--- src/core/hcmd_pkg.sv ---
// shared constants and rate arithmetic for the host command link
// assumes a 50 mhz system clock on both ends and 8n1 serial framing
package hcmd_pkg;
  // ==========================================
  // clock and line rate
  localparam int CLK_KHZ = 50000;
  localparam int CARRIER_KHZ = 13560;
  localparam logic [7:0] RESET_DIVISOR = 8'h75;
  localparam logic [7:0] MIN_DIVISOR = 8'h02;
  localparam logic [3:0] RX_LAST_BIT = 4'h9;
  localparam logic [3:0] TX_LAST_BIT = 4'h9;
  // ==========================================
  // command codes and frame values
  localparam logic [7:0] CMD_SELECT = 8'h02;
  localparam logic [7:0] CMD_WRITE = 8'h09;
  localparam logic [7:0] CMD_RATE = 8'h0a;
  localparam logic [7:0] CMD_ECHO = 8'h55;
  localparam logic [7:0] LEN_WR_SHORT = 8'h03;
  localparam logic [7:0] LEN_WR_LONG = 8'h04;
  localparam logic [7:0] LEN_RATE = 8'h01;
  localparam logic [7:0] FLAG_NO_INC = 8'h00;
  localparam logic [7:0] FLAG_INC = 8'h01;
  localparam logic [7:0] RES_OK = 8'h00;
  localparam logic [7:0] RES_ERR = 8'h82;
  localparam logic [7:0] RATE_ACK = 8'h55;
  localparam logic [8:0] STORE_BYTES = 9'h004;
  // ==========================================
  // device registers
  localparam logic [7:0] IDX_TIMING = 8'h3a;
  localparam logic [7:0] IDX_FILTER = 8'h0d;
  localparam logic [7:0] TW_DEFAULT = 8'h52;
  localparam logic [7:0] TW_MIN = 8'h50;
  localparam logic [7:0] TW_MAX = 8'h60;
  localparam logic [7:0] TW_CONFIRM = 8'h04;
  // ==========================================
  // host controller registers
  localparam logic [1:0] ADDR_TX = 2'h0;
  localparam logic [1:0] ADDR_RX = 2'h1;
  localparam logic [1:0] ADDR_STATUS = 2'h2;
  localparam logic [1:0] ADDR_DIV = 2'h3;
  localparam int STAT_TX_BUSY = 0;
  localparam int STAT_RX_READY = 1;
  localparam int STAT_RX_ERR = 2;
  localparam int STAT_DIV_PEND = 3;

  // clock cycles per bit for a divisor: clock * (2d+2) / carrier, rounded down
  function automatic logic [15:0] bit_cycles(input logic [7:0] d);
    logic [31:0] t;
    t = (CLK_KHZ * (32'(d) * 32'd2 + 32'd2)) / CARRIER_KHZ;
    return t[15:0];
  endfunction
endpackage

--- src/core/hcmd_link_if.sv ---
// serial link between host controller and command device
// assumes both ends run on the same system clock; lines idle high
`timescale 1ns/1ps
interface hcmd_link_if;
  logic host_to_dev;
  logic dev_to_host;
  modport dev(input host_to_dev, output dev_to_host);
  modport host(output host_to_dev, input dev_to_host);
endinterface

--- src/core/hcmd_device.sv ---
// command device end: serial receiver, command interpreter, serial sender
// assumes the host keeps to the frame formats; link is half duplex
//
// Decided for this implementation: the address-and-strobe port.
`timescale 1ns/1ps
// Notes on behaviour
// - timing window kept within 0x50..0x60
// - protocol select reloads timing window default
// - host suggests 0x56 or 0x58
// - window write: code, length, index, data
// - flag byte: zero no increment, one increment
// - window write ends with confirmation byte
// - protocol select disables sync filter
// - rate command: code, length one, divisor
// - bit rate is carrier over 2d+2
// - divisor 117 after reset
// - divisors zero and one are refused
// - rate acknowledge sent at new rate
// - failed rate command keeps old rate
// - echo byte answered with same byte
// - good register write answers zero, zero
module hcmd_device
  import hcmd_pkg::*;
(
  input wire logic clk_sys_in,
  input wire logic reset_n_in,
  hcmd_link_if.dev link,
  output logic [7:0] timing_window_out,
  output logic sync_filter_out,
  output logic [7:0] rate_divisor_out
);
  typedef enum logic [2:0] {
    S_CMD = 3'b000,
    S_LEN = 3'b001,
    S_DATA = 3'b010,
    S_EXEC = 3'b011,
    S_REPLY = 3'b100
  } dev_state_t;

  logic [7:0] divisor;
  logic [15:0] bitc;
  assign bitc = bit_cycles(divisor);

  // ==========================================
  // receiver
  logic rx_s1, rx_s2;
  logic rx_busy, next_rx_busy;
  logic [15:0] rx_cnt, next_rx_cnt;
  logic [3:0] rx_bit, next_rx_bit;
  logic [7:0] rx_sh, next_rx_sh;
  logic rx_done, next_rx_done;
  logic [15:0] rx_target;

  always_comb begin
    next_rx_busy = rx_busy;
    next_rx_cnt = rx_cnt;
    next_rx_bit = rx_bit;
    next_rx_sh = rx_sh;
    next_rx_done = 1'b0;
    rx_target = (rx_bit == '0) ? (bitc >> 1) : bitc;
    if (!rx_busy) begin
      if (!rx_s2) begin
        next_rx_busy = 1'b1;
        next_rx_cnt = '0;
        next_rx_bit = '0;
      end
    end else if (rx_cnt == rx_target - 16'h0001) begin
      next_rx_cnt = '0;
      next_rx_bit = rx_bit + 4'h1;
      if (rx_bit == '0) begin
        // a start bit gone high by mid-bit was a glitch
        next_rx_busy = !rx_s2;
      end else if (rx_bit == RX_LAST_BIT) begin
        next_rx_busy = 1'b0;
        next_rx_done = rx_s2;
      end else begin
        next_rx_sh = {rx_s2, rx_sh[7:1]};
      end
    end else begin
      next_rx_cnt = rx_cnt + 16'h0001;
    end
  end

  always_ff @(posedge clk_sys_in) begin
    if (!reset_n_in) begin
      rx_s1 <= 1'b1;
      rx_s2 <= 1'b1;
      rx_busy <= 1'b0;
      rx_cnt <= '0;
      rx_bit <= '0;
      rx_sh <= '0;
      rx_done <= 1'b0;
    end else begin
      rx_s1 <= link.host_to_dev;
      rx_s2 <= rx_s1;
      rx_busy <= next_rx_busy;
      rx_cnt <= next_rx_cnt;
      rx_bit <= next_rx_bit;
      rx_sh <= next_rx_sh;
      rx_done <= next_rx_done;
    end
  end

  // ==========================================
  // sender
  logic tx_go;
  logic [7:0] tx_byte;
  logic tx_busy, next_tx_busy;
  logic tx_line, next_tx_line;
  logic [15:0] tx_cnt, next_tx_cnt;
  logic [3:0] tx_bit, next_tx_bit;
  logic [8:0] tx_sh, next_tx_sh;

  always_comb begin
    next_tx_busy = tx_busy;
    next_tx_line = tx_line;
    next_tx_cnt = tx_cnt;
    next_tx_bit = tx_bit;
    next_tx_sh = tx_sh;
    if (tx_go) begin
      next_tx_busy = 1'b1;
      next_tx_line = 1'b0;
      next_tx_cnt = '0;
      next_tx_bit = '0;
      next_tx_sh = {1'b1, tx_byte};
    end else if (tx_busy) begin
      if (tx_cnt == bitc - 16'h0001) begin
        next_tx_cnt = '0;
        if (tx_bit == TX_LAST_BIT) begin
          next_tx_busy = 1'b0;
        end else begin
          next_tx_line = tx_sh[0];
          next_tx_sh = {1'b1, tx_sh[8:1]};
          next_tx_bit = tx_bit + 4'h1;
        end
      end else begin
        next_tx_cnt = tx_cnt + 16'h0001;
      end
    end
  end

  always_ff @(posedge clk_sys_in) begin
    if (!reset_n_in) begin
      tx_busy <= 1'b0;
      tx_line <= 1'b1;
      tx_cnt <= '0;
      tx_bit <= '0;
      tx_sh <= '1;
    end else begin
      tx_busy <= next_tx_busy;
      tx_line <= next_tx_line;
      tx_cnt <= next_tx_cnt;
      tx_bit <= next_tx_bit;
      tx_sh <= next_tx_sh;
    end
  end
  assign link.dev_to_host = tx_line;

  // ==========================================
  // command interpreter
  dev_state_t state, next_state;
  logic [7:0] cmd, next_cmd;
  logic [7:0] len, next_len;
  logic [8:0] cnt, next_cnt;
  logic [3:0][7:0] store, next_store;
  logic [1:0][7:0] resp, next_resp;
  logic resp_two, next_resp_two;
  logic resp_i, next_resp_i;
  logic [7:0] timing_window, next_timing_window;
  logic sync_filter, next_sync_filter;
  logic [7:0] next_divisor;
  logic next_tx_go;
  logic [7:0] next_tx_byte;
  logic wr_ok;

  always_comb begin
    next_state = state;
    next_cmd = cmd;
    next_len = len;
    next_cnt = cnt;
    next_store = store;
    next_resp = resp;
    next_resp_two = resp_two;
    next_resp_i = resp_i;
    next_timing_window = timing_window;
    next_sync_filter = sync_filter;
    next_divisor = divisor;
    next_tx_go = 1'b0;
    next_tx_byte = tx_byte;
    wr_ok = (len == LEN_WR_SHORT || len == LEN_WR_LONG) && store[1] <= FLAG_INC;
    case (state)
      S_CMD: begin
        if (rx_done) begin
          next_cmd = rx_sh;
          next_state = (rx_sh == CMD_ECHO) ? S_EXEC : S_LEN;
        end
      end
      S_LEN: begin
        if (rx_done) begin
          next_len = rx_sh;
          next_cnt = '0;
          next_state = (rx_sh == '0) ? S_EXEC : S_DATA;
        end
      end
      S_DATA: begin
        if (rx_done) begin
          // bytes beyond the store are drained, not kept
          if (cnt < STORE_BYTES) begin
            next_store[cnt[1:0]] = rx_sh;
          end
          next_cnt = cnt + 9'h001;
          if (next_cnt == {1'b0, len}) begin
            next_state = S_EXEC;
          end
        end
      end
      S_EXEC: begin
        next_resp = {RES_OK, RES_ERR};
        next_resp_two = 1'b1;
        next_resp_i = 1'b0;
        next_state = S_REPLY;
        case (cmd)
          CMD_ECHO: begin
            next_resp[0] = CMD_ECHO;
            next_resp_two = 1'b0;
          end
          CMD_SELECT: begin
            next_timing_window = TW_DEFAULT;
            next_sync_filter = 1'b0;
            next_resp = {RES_OK, RES_OK};
          end
          CMD_WRITE: begin
            if (wr_ok && store[0] == IDX_TIMING && len == LEN_WR_LONG &&
                store[3] == TW_CONFIRM && store[2] >= TW_MIN && store[2] <= TW_MAX) begin
              next_timing_window = store[2];
              next_resp = {RES_OK, RES_OK};
            end else if (wr_ok && store[0] == IDX_FILTER) begin
              next_sync_filter = store[2][0];
              next_resp = {RES_OK, RES_OK};
            end
          end
          CMD_RATE: begin
            // a refused divisor answers at the old rate
            if (len == LEN_RATE && store[0] >= MIN_DIVISOR) begin
              next_divisor = store[0];
              next_resp[0] = RATE_ACK;
              next_resp_two = 1'b0;
            end
          end
          default: begin
            next_resp = {RES_OK, RES_ERR};
          end
        endcase
      end
      S_REPLY: begin
        // divisor already updated, so the ack leaves at the new rate
        if (!tx_busy && !tx_go) begin
          next_tx_go = 1'b1;
          next_tx_byte = resp[resp_i];
          next_resp_i = 1'b1;
          if (resp_i || !resp_two) begin
            next_state = S_CMD;
          end
        end
      end
      default: begin
        next_state = S_CMD;
      end
    endcase
  end

  always_ff @(posedge clk_sys_in) begin
    if (!reset_n_in) begin
      state <= S_CMD;
      cmd <= '0;
      len <= '0;
      cnt <= '0;
      store <= '0;
      resp <= '0;
      resp_two <= 1'b0;
      resp_i <= 1'b0;
      timing_window <= TW_DEFAULT;
      sync_filter <= 1'b0;
      divisor <= RESET_DIVISOR;
      tx_go <= 1'b0;
      tx_byte <= '0;
    end else begin
      state <= next_state;
      cmd <= next_cmd;
      len <= next_len;
      cnt <= next_cnt;
      store <= next_store;
      resp <= next_resp;
      resp_two <= next_resp_two;
      resp_i <= next_resp_i;
      timing_window <= next_timing_window;
      sync_filter <= next_sync_filter;
      divisor <= next_divisor;
      tx_go <= next_tx_go;
      tx_byte <= next_tx_byte;
    end
  end

  assign timing_window_out = timing_window;
  assign sync_filter_out = sync_filter;
  assign rate_divisor_out = divisor;
endmodule

--- src/flat_wrapper.sv ---
// flat-port wrapper written by rule: the top's interface ports become plain ports
module hcmd_device_flat import hcmd_pkg::*;
  (clk_sys_in, reset_n_in, timing_window_out, sync_filter_out, rate_divisor_out, link_host_to_dev, link_dev_to_host);
  hcmd_link_if link_i ();
  input wire logic clk_sys_in;
  input wire logic reset_n_in;
  output logic [7:0] timing_window_out;
  output logic sync_filter_out;
  output logic [7:0] rate_divisor_out;
  input wire logic [$bits(link_i.host_to_dev)-1:0] link_host_to_dev;
  output wire logic [$bits(link_i.dev_to_host)-1:0] link_dev_to_host;
  assign link_i.host_to_dev = link_host_to_dev;
  assign link_dev_to_host = link_i.dev_to_host;
  hcmd_device u_core (.clk_sys_in(clk_sys_in), .reset_n_in(reset_n_in), .link(link_i), .timing_window_out(timing_window_out), .sync_filter_out(sync_filter_out), .rate_divisor_out(rate_divisor_out));
endmodule
--- config.mk ---
export PLATFORM = sky130hd
export DESIGN_NAME = hcmd_device_flat
export DESIGN_NICKNAME = d
export VERILOG_FILES = /design/src/core/hcmd_pkg.sv /design/src/core/hcmd_link_if.sv /design/src/core/hcmd_device.sv /design/src/flat_wrapper.sv
export SDC_FILE = /design/constraint.sdc
export NUM_CORES = 1
export LEC_CHECK = 0
export BUFFER_PORTS_ARGS = -buffer_cell sky130_fd_sc_hd__buf_2
export CORE_ASPECT_RATIO = 0.7
export CORE_UTILIZATION = 45
export DETAILED_ROUTE_END_ITERATION = 10
export GPL_TIMING_DRIVEN = 0
export PLACE_DENSITY = 0.68
export SLEW_MARGIN = 20
export SYNTH_ARGS = -nofsm -noshare
export SYNTH_HDL_FRONTEND = slang
export SYNTH_SLANG_ARGS = --single-unit
--- constraint.sdc ---
create_clock -name clk_sys_in -period 24.2 [get_ports clk_sys_in]
set_clock_uncertainty 0.2 [all_clocks]
set_input_delay 3.63 -clock clk_sys_in [delete_from_list [all_inputs] [get_ports clk_sys_in]]
set_output_delay 3.63 -clock clk_sys_in [all_outputs]
set_load 0.03 [all_outputs]
Word level (Yosys, flattened, before mapping)
Index checks and enable logic that the tools add are counted.
{ "word_totals": {"word_cells": 183, "out_inout_bits": 18, "n_memories": 0, "rom_bits": 0, "latchBits": 0, "ram_bits": 0, "reg_bits": 166} }
{ "op_classes": {"n_lt_le_gt_ge": 8, "shifts": 0, "bitwise_logic": 6, "mul": 1, "n_eq_ne": 32, "add_sub_neg": 8, "n_mux": 57, "reduce_logical": 41, "div": 1} }
{ "op_table": {"columns": ["operator", "count"], "rows": [
  ["16-bit two-way mux", 6],
  ["8-bit two-way mux", 11],
  ["16-bit by 1-bit adder with 16-bit output (second input constant)", 2],
  ["32-bit bitwise mux", 1],
  ["32-bit by 14-bit divider with 32-bit output (second input constant)", 1],
  ["16-bit equality test", 2],
  ["12-bit by 32-bit multiplier with 28-bit output (first input constant)", 1],
  ["8-bit case mux with 4 select lines", 1],
  ["16-bit by 1-bit subtractor with 16-bit output (second input constant)", 2],
  ["8-bit by 4-bit equality test with 1-bit output (second input constant)", 3],
  ["1-bit two-way mux", 19],
  ["3-bit two-way mux", 6],
  ["9-bit two-way mux", 2],
  ["2-bit by 1-bit != test with 1-bit output (second input constant)", 9],
  ["9-bit case mux with 2 select lines", 1],
  ["3-bit AND reduction", 6],
  ["8-bit demux with 2-bit select", 1],
  ["8-bit by 2-bit equality test with 1-bit output (second input constant)", 2],
  ["8-bit by 3-bit equality test with 1-bit output (second input constant)", 2],
  ["8-bit by 7-bit equality test with 1-bit output (second input constant)", 2],
  ["8-bit case mux with 2 select lines", 1],
  ["3-bit case mux with 5 select lines", 1],
  ["4-bit two-way mux", 3],
  ["2-bit AND reduction", 6],
  ["33 further kinds", 63]
]} }

Longest topological paths before layout
Gate-level depths: netlist of run 1.
{ "logic_depth": {"depth_word": 10, "ltp_mapped": 91} }

Worst setup path before layout of run 1
No wires, ideal clock.
{ "synth_path": {"path_type": "register to register", "start": "register u_core.divisor[0], in the netlist u_core.rate_divisor_out[0]", "end": "register u_core.rx_bit[3]", "setup_time_ns": 0.062, "stages_incl_launch_ff": 81, "period_less_slack_ns": 19.633, "arrival_ns": 19.371, "setup_slack_ns": 4.567, "path_cell_list": "dfxtp_1 inv_1 ha_1 clkbuf_1 inv_1 ha_1 inv_1 fa_1 inv_1 ha_1 inv_1 fa_1 inv_1 ha_1 ha_1 fa_1 a211oi_2 o211ai_2 [45 not listed] nand2b_1 xnor2_1 ha_1 o31a_1 o21ai_2 o21ai_1 a31oi_2 o21ai_2 inv_1 ha_1 o211ai_1 or3_1 o211a_1 o31ai_1 and4_1 nand3_2 or4_1 nand3_1"} }
{ "synth_between": {"elab_chain_len": 8} }
{ "synth_lines": {"columns": ["item", "line", "rtl"], "rows": [
  ["start: declaration", "hcmd_device.sv:40", "logic [7:0] divisor;"],
  ["start signal: assignment", "hcmd_device.sv:298", "divisor <= next_divisor;"],
  ["9-bit by 2-bit adder with 10-bit output", "hcmd_pkg.sv:49", "t = (CLK_KHZ * (32'(d) * 32'd2 + 32'd2)) / CARRIER_KHZ;"],
  ["12-bit by 32-bit multiplier with 28-bit output", "hcmd_pkg.sv:49", null],
  ["32-bit by 14-bit divider with 32-bit output", "hcmd_pkg.sv:49", null],
  ["16-bit two-way mux", "hcmd_device.sv:60", "rx_target = (rx_bit == '0) ? (bitc >> 1) : bitc;"],
  ["16-bit by 1-bit subtractor with 16-bit output", "hcmd_device.sv:67", "end else if (rx_cnt == rx_target - 16'h0001) begin"],
  ["16-bit equality test", "hcmd_device.sv:67", null],
  ["2-bit != test (no line)", null, null],
  ["2-bit AND reduction (no line)", null, null],
  ["end signal: assignment", "hcmd_device.sv:98", "rx_bit <= next_rx_bit;"],
  ["end: declaration", "hcmd_device.sv:49", "logic [3:0] rx_bit, next_rx_bit;"]
]} }
No other way between the ends.
A chain may end at the register's enable or synchronous reset.

Worst setup path after layout of run 1
{ "layout_path": {"start": "register u_core.divisor[0], in the netlist u_core.rate_divisor_out[0]", "end": "register u_core.rx_cnt[4]"} }
{ "layout_between": {"elab_chain_len": 8} }
{ "layout_lines": {"columns": ["item", "line", "rtl"], "rows": [
  ["9-bit by 2-bit adder with 10-bit output", "hcmd_pkg.sv:49", null],
  ["12-bit by 32-bit multiplier with 28-bit output", "hcmd_pkg.sv:49", null],
  ["32-bit by 14-bit divider with 32-bit output", "hcmd_pkg.sv:49", null],
  ["16-bit two-way mux", "hcmd_device.sv:60", null],
  ["16-bit by 1-bit subtractor with 16-bit output", "hcmd_device.sv:67", null],
  ["16-bit equality test", "hcmd_device.sv:67", null],
  ["16-bit two-way mux", "hcmd_device.sv:67", null],
  ["16-bit two-way mux", "hcmd_device.sv:61", "if (!rx_busy) begin"],
  ["end signal: assignment", "hcmd_device.sv:97", "rx_cnt <= next_rx_cnt;"],
  ["end: declaration", "hcmd_device.sv:48", "logic [15:0] rx_cnt, next_rx_cnt;"]
]} }
No other way between the ends.

==> run_results.csv, run 1 <==
group,metric,value,unit
clock_tree,clock_latency,0.43,ns
critical_path,crit_arrival,22.85,ns
detailed_routing,dr_total_vias,16500,
place,io_buffers,20,
outcome,outcome,"finished, final reports clean",
power,total_power,0.000533,W
synth,synth_cells,2150,
die,core,35000,µm²
synth,async_flop_share,0,
die,die_h,160,µm
sta,max_freq,44.0,MHz
cells_and_area,nFillCells,3399,
sta,finalCriticalPeriod,22.73,ns
detailed_routing,vias_per_cell,6.16,
power,seq_power_share,0.449,
cells_and_area,seq_area,2900,µm²
synth,avgSynthCellArea,7.50,µm²
synth,synth_ff_type,"dfxtp_1",
global_route,grt_pass1_wl,77.3,mm
synth,synth.area.top_cells,"dfxtp_1 (18%), ha_1 (6.7%), xnor2_1 (5.6%)",
synth,yosys.cell_types.count,123,
critical_path,cp_slowest_cell,"ha_1",
clock_tree,path_clk_slew,0.07,ns
power,p_int,0.000408,W
synth,ys_seq_area_frac,0.180,
place,gp_congestion,0.955,
critical_path,cp-end-kind,"register",
detailed_routing,wl,46.8,mm
sta,maxSlewHeadroom,0.288,
global_route,grt.overflow.total,0,
critical_path,crit_fanout,10,
synth,synth_edf_count,0,
global_route,first_global_vias,15000,
power,p_comb_frac,0.015,
detailed_routing,dr.pass1.iters,6,
sta,worstMarginPinSlew,1.04,ns
clock_tree,cts_tree,"built",
synth,synth_fp_nets,2256,
power,power_density,30.3,nW/µm²
synth,ys.warnings.count,0,
power,p_leak,7.08,nW
clock_tree,cts.sinks,145,
cells_and_area,multiInputGateArea,12600,µm²
sta,rsz0062_at_grt,"false",
synth,synth_top_area_frac,0.180,
clock_tree,clockBufferDepth,2,
global_route,gr-usage-all-layers,0.251,
die,dieArea,36600,µm²
die,io_pins,21,
critical_path,required,24.32,ns
sta,finalCritPeriodShare,0.939,
synth,synth_area,16100,µm²
detailed_routing,wl_per_cell,17.5,µm
power,clkPwrFrac,0.536,
cells_and_area,area_delta_synth_final,9.16,%
synth,synth_area_leader_cell,"dfxtp_1",
sta,final.setup.tns,0,ns
power,vdd_drop_max,0.0000427,V
place,dp_slack,0.739,ns
sta,setup_violations,0,
detailed_routing,drc,0,
cells_and_area,diodes,0,
clock_tree,postCtsHoldBufs,0,
power,swShare,0.234,
critical_path,crit_path_max_incr_delay,0.57,ns
clock_tree,numCtsBuffers,17,
cells_and_area,drive_above_1_share,0.100,
power,power.switching,0.000125,W
synth,ys_seq_elements,145,
clock_tree,cts_root_buf,"clkbuf_16",
detailed_routing,antenna_left,0,
sta,maxSlewViolCount,0,
critical_path,crit_path_start_kind,"register",
cells_and_area,nets,2294,
place,hpwl,36.4,mm
global_route,grt_max_degree,17,
sta,setup_ws,1.47,ns
min_path,hold_class,"register to register",
die,die_w,228,µm
die,initial_utilization,0.461,
run,drv_cap,0,
critical_path,critPathKind,"register to register",
sta,finalHoldViolations,0,
detailed_routing,drt_iter0_markers,1553,
global_route,antenna_found_initial,0,
die,core.rowCount,57,
clock_tree,h-tree-depth,4,
## layer usage
layer	track usage	wire [µm]	part of all wire
met5	0	0	0
met4	0.0534	492	0.011
met3	0.0268	2870	0.061
met2	0.377	19700	0.42
met1	0.382	23800	0.51
## final cells by class
cell class | count | share of cell area
well taps | 472 | 0.0335
clock buffers | 17 | 0.0242
multi-input cells | 1819 | 0.715
inverters | 85 | 0.0181
plain buffers | 100 | 0.0256
flip-flops and latches | 145 | 0.165
repair buffers | 20 | 0.00568
clock inverters | 15 | 0.0125
## timing repair
item,in CTS,in global routing
setup buffers,0,0
resized for setup,0,28
setup endpoints to repair,0,60
## Yosys cell counts (all sizes together) (10+ instances only)
cell type	count
o21ai	135
a21boi	10
o21a	13
or4	13
dfxtp	145
mux2	15
nand4	27
a221o	10
ha	86
nand2b	24
a21o	28
xnor2	105
a2111oi	11
nand3	82
xor2	54
o221ai	10
inv	85
o31ai	23
or3	12
o22ai	16
o211ai	27
nor2b	17
nor2	227
o31a	10
and2	24
nor4	18
o2111ai	16
and3	44
fa	17
buf	36
mux2i	72
or2	20
nand2	234
clkbuf	65
nor3	53
a21oi	151
a31oi	32
nor3b	10
a211oi	26
## critical path: cells and delay by family, from the launching register on
kind	cells	cell delay, ns
AOI/OAI and AO/OA	37	10.69
and+or+nand+nor	14	4.25
adders and majority gates	10	3.74
buffers and inverters	14	2.20
DFF	1	0.51
xor gates and xnor gates	2	0.50
muxes	1	0.46
## kinds of logic (layout without fill, tap and decap cells)
group / count (synthesis) / in the layout / share of synthesized area
DFF: 145 / 145 / 0.180
muxes: 88 / 88 / 0.0583
AOI/OAI and AO/OA: 634 / 634 / 0.285
buffers and inverters: 186 / 237 / 0.0477
xor gates and xnor gates: 159 / 159 / 0.0880
adders and majority gates: 106 / 106 / 0.0897
and+or+nand+nor: 832 / 832 / 0.251
## power groups by stage
stage	registers (W)	logic (W)	clock network, W
2_1_floorplan	0.000245	0.00000509	0
3_3_place_gp	0.000245	0.00000784	0
3_5_place_dp	0.000245	0.00000794	0
4_1_cts	0.000239	0.00000801	0.000288
5_1_grt	0.000239	0.00000874	0.000298
6_report	0.000239	0.00000808	0.000286
## layout by cell type (no fill, tap or decap), types with 17 or more instances in the layout
master / n
a21o_1: 28
xnor2_1: 102
nor2b_1: 17
nand4_1: 26
a211oi_1: 18
a31oi_1: 29
a21oi_1: 138
nand2b_1: 24
buf_2: 46
ha_1: 86
inv_1: 84
o21ai_1: 27
nor3_1: 49
nor2_1: 224
o21ai_0: 101
xor2_1: 53
dfxtp_1: 144
o211ai_1: 22
nand3_1: 79
o31ai_1: 21
nand2_1: 231
clkbuf_16: 17
fa_1: 17
and2_1: 22
and3_1: 44
mux2i_1: 68
clkbuf_1: 60
## per-stage QoR
| step | instance area, µm² | utilization | hold WS, ns | instances |
|---|---|---|---|---|
| after global placement | 16800 | 0.480 | 0.192 | 2642 |
| after floorplan | 16100 | - | 0.186 | 2150 |
| after detailed placement | 16800 | 0.480 | 0.202 | 2642 |
| after CTS | 17500 | 0.499 | 0.219 | 2674 |
| final | 17600 | 0.503 | 0.218 | 2673 |
| after global routing | 17600 | 0.503 | 0.234 | 2673 |
## worst paths after layout
check                              from               end  slack (ns)  depth (start not counted)
min                        u_core.rx_s1      u_core.rx_s2        0.22                          1
max          u_core.rate_divisor_out[0]  u_core.rx_cnt[4]        1.47                         78
max reg2reg  u_core.rate_divisor_out[0]  u_core.rx_cnt[4]        1.47                         78
min reg2reg                u_core.rx_s1      u_core.rx_s2        0.22                          1
## flip-flops by register name (all words and copies together) (netlist names), 2 cells and up
name and flops:
u_core.cmd 8, u_core.rx_cnt 16, u_core.rx_bit 4, u_core.tx_bit 4
u_core.state 3, u_core.timing_window_out 8, u_core.rx_sh 8, u_core.len 8
u_core.tx_cnt 16, u_core.tx_sh 8, u_core.tx_byte 2, u_core.rate_divisor_out 8
u_core.store 31, u_core.cnt 9, u_core.resp 2
Note: power is estimated with default switching activity, not from simulation.
==> run 2: changes to the inputs <==
--- a/config.mk
+++ b/config.mk
@@ -5,6 +5,7 @@
 export SDC_FILE = /design/constraint.sdc
 export NUM_CORES = 1
 export LEC_CHECK = 0
+export ABC_AREA = 1
 export BUFFER_PORTS_ARGS = -buffer_cell sky130_fd_sc_hd__buf_2
 export CORE_ASPECT_RATIO = 0.7
 export CORE_UTILIZATION = 45
==> run 2 against run 1 <==
Net effect: total power fell by 1.8%; highest routed layer unchanged; clock power fell by 5%; cell count rose by 17%; synthesized area rose by 0.43%; critical path depth rose by 59; via count did not move; sequential cell count did not move; sequential power barely moved; clock-buffer cell count did not move; worst hold slack improved by 0.0092 ns; register-to-register slack improved by 2.5 ns; core utilization fell by 0.38 points.
==> run_results.csv, run 2 <==
group,metric,value,unit
outcome,outcome,"finished, final reports clean",
die,die_w,229,µm
synth,synth.most_common_cell,"nand2_1",
clock_tree,post_cts.repair.setup_buffers,0,
place,hpwl,35.3,mm
cells_and_area,final_cell_mix,"nand2_1 (695), inv_1 (360), nor2_1 (246), nand3_1 (225), nand2_2 (146)",
sta,finalCriticalPeriod,20.25,ns
die,core.rowCount,57,
die,core,35100,µm²
critical_path,critPathKind,"register to register",
clock_tree,cts_root_buf,"clkbuf_16",
place,gp_congestion,0.903,
critical_path,cpMostUsedCell,"nand2_1",
critical_path,crit_fanout,10,
synth,async_flop_share,0,
sta,finalHoldViolations,0,
detailed_routing,drc,0,
run,drv_cap,0,
detailed_routing,dr_total_vias,16500,
clock_tree,ctsResizeCount,0,
critical_path,crit_path_start_kind,"register",
sta,finalCritPeriodShare,0.837,
cells_and_area,nets,2761,
sta,max_freq,49.4,MHz
critical_path,crit_arrival,20.34,ns
cells_and_area,regMostFlops,"u_core.store",
synth,ys.warnings.count,0,
global_route,grt_max_degree,18,
synth,synth_fp_nets,2722,
critical_path,cp_slowest_cell,"dfxtp_1",
synth,avgSynthCellArea,6.19,µm²
die,dieArea,36800,µm²
synth,synthTopCellsByCount,"nand2_1 (695), inv_1 (360), nor2_1 (246)",
detailed_routing,drt_iter0_markers,1565,
synth,synth_area,16200,µm²
cells_and_area,stdcell_count,3140,
cells_and_area,largest_reg_flops,31,
detailed_routing,wl_per_cell,13.7,µm
clock_tree,clock_latency,0.44,ns
sta,maxSlewHeadroom,0.370,
synth,synth_area_leader_cell,"dfxtp_1",
detailed_routing,antenna_left,0,
cells_and_area,area_delta_synth_final,8.09,%
clock_tree,path_clk_slew,0.07,ns
synth,ys_seq_area_frac,0.179,
power,power_density,29.9,nW/µm²
die,io_pins,21,
global_route,first_global_vias,14400,
global_route,grt.overflow.total,0,
clock_tree,numCtsBuffers,17,
cells_and_area,reg.largest.list,"u_core.store (31), u_core.rx_cnt (16), u_core.tx_cnt (16)",
clock_tree,clockBufferDepth,2,
sta,rsz0062_at_grt,"false",
synth,ys_seq_elements,145,
min_path,hold_class,"register to register",
synth,synth_top_area_frac,0.179,
detailed_routing,vias_per_cell,5.24,
sta,setup_violations,0,
clock_tree,postCtsHoldBufs,0,
clock_tree,cts.sinks,145,
global_route,gr-usage-all-layers,0.234,
synth,yosys.cell_types.count,62,
cells_and_area,drive_above_1_share,0.159,
critical_path,crit_path_max_incr_delay,0.62,ns
synth,synth_edf_count,0,
place,io_buffers,20,
die,initial_utilization,0.462,
clock_tree,h-tree-depth,4,
synth,synth.area.top_cells,"dfxtp_1 (18%), nand2_1 (16%), inv_1 (8.3%)",
global_route,antenna_found_initial,0,
clock_tree,cts_tree,"built",
detailed_routing,dr.pass1.iters,6,
cells_and_area,diodes,0,
power,vdd_drop_max,0.0000466,V
critical_path,required,24.29,ns
synth,synth_ff_type,"dfxtp_1",
global_route,grt_pass1_wl,71.3,mm
cells_and_area,final_common_cell,"nand2_1",
sta,maxSlewViolCount,0,
die,die_h,161,µm
place,placed_cells,3108,
power,p_leak,8.80,nW
detailed_routing,wl,43.1,mm
synth,synth_cells,2616,
critical_path,cp-end-kind,"register",
sta,worstMarginPinSlew,0.937,ns
sta,final.setup.tns,0,ns
==> run 2: changes by cell type in the layout (fill, tap and decap cells not counted), sizes merged, moves of 28 or more <==
cell / previous run / this run
a31oi: 32 / 0
a21o: 28 / 0
nand4: 27 / 63
clkbuf: 81 / 45
nor3: 53 / 24
mux2i: 72 / 0
xnor2: 105 / 13
nand3: 82 / 263
nor2: 227 / 294
nand2: 234 / 863
a21oi: 151 / 92
inv: 92 / 417
and3: 44 / 2
==> run 2: cell type report <==
cell class	instances	area (µm²)
flip-flops and latches	145	2900
fillers	3530	17600
plain buffers	54	440
clock buffers	17	425
inverters	418	1580
well taps	472	591
repair buffers	20	100
clock inverters	15	195
multi-input cells	1999	11300
==> run 2: final timing paths <==
check	startpoint	to	slack, ns	depth (start not counted)
worst max-delay path	u_core.rate_divisor_out[0]	u_core.rx_bit[1]	3.95	137
worst min-delay path	u_core.rx_s1	u_core.rx_s2	0.23	1
worst max register to register	u_core.rate_divisor_out[0]	u_core.rx_bit[1]	3.95	137
worst min register to register	u_core.rx_s1	u_core.rx_s2	0.23	1
==> run 2: cell families after synthesis <==
family | count (synthesis) | synth area share
flip-flops | 145 | 0.179
AO/OA/AOI/OAI | 258 | 0.0970
AND/OR/NAND/NOR | 1550 | 0.463
XOR/XNOR | 88 | 0.0484
adder cells (fa/ha/maj) | 103 | 0.0874
buffers and inverters | 472 | 0.125
==> run 2: critical path, delay by kind of cell, from the launching register on <==
family,cells,cell delay [ns]
adders and majority gates,8,2.80
xor gates and xnor gates,2,0.63
AOI/OAI and AO/OA,7,1.22
and+or+nand+nor,96,11.46
buffers and inverters,24,3.08
DFF,1,0.62
==> run 2: routing by layer <==
metal	part of all wire	GRT usage	vias up	wire, µm
li1	-	-	8422	-
met4	0.0065	0.0403	0	278
met3	0.062	0.0297	22	2660
met1	0.54	0.371	7560	23100
met5	0	0	-	0
met2	0.39	0.334	459	17000
==> run 2: metrics by stage <==
stage	setup slack, ns	cell area (µm²)	hold WS, ns	total power [W]	util
final	3.95	17500	0.227	0.000524	0.499
after global routing	2.06	17500	0.237	0.000539	0.499
after CTS	4.07	17500	0.225	0.000527	0.499
after detailed placement	4.16	16900	0.211	0.000255	0.481
after global placement	4.35	16900	0.195	0.000255	0.481
after floorplan	7.51	16200	0.193	0.000251	-
==> run 2: power by group <==
group          leakage [nW]  internal, W  switching (W)  total (W)
Sequential             1.17     0.000239    0.000000357   0.000239
Clock                 0.295     0.000149       0.000125   0.000273
Combinational          7.33   0.00000215     0.00000873  0.0000109
Total                  8.80     0.000390       0.000134   0.000524
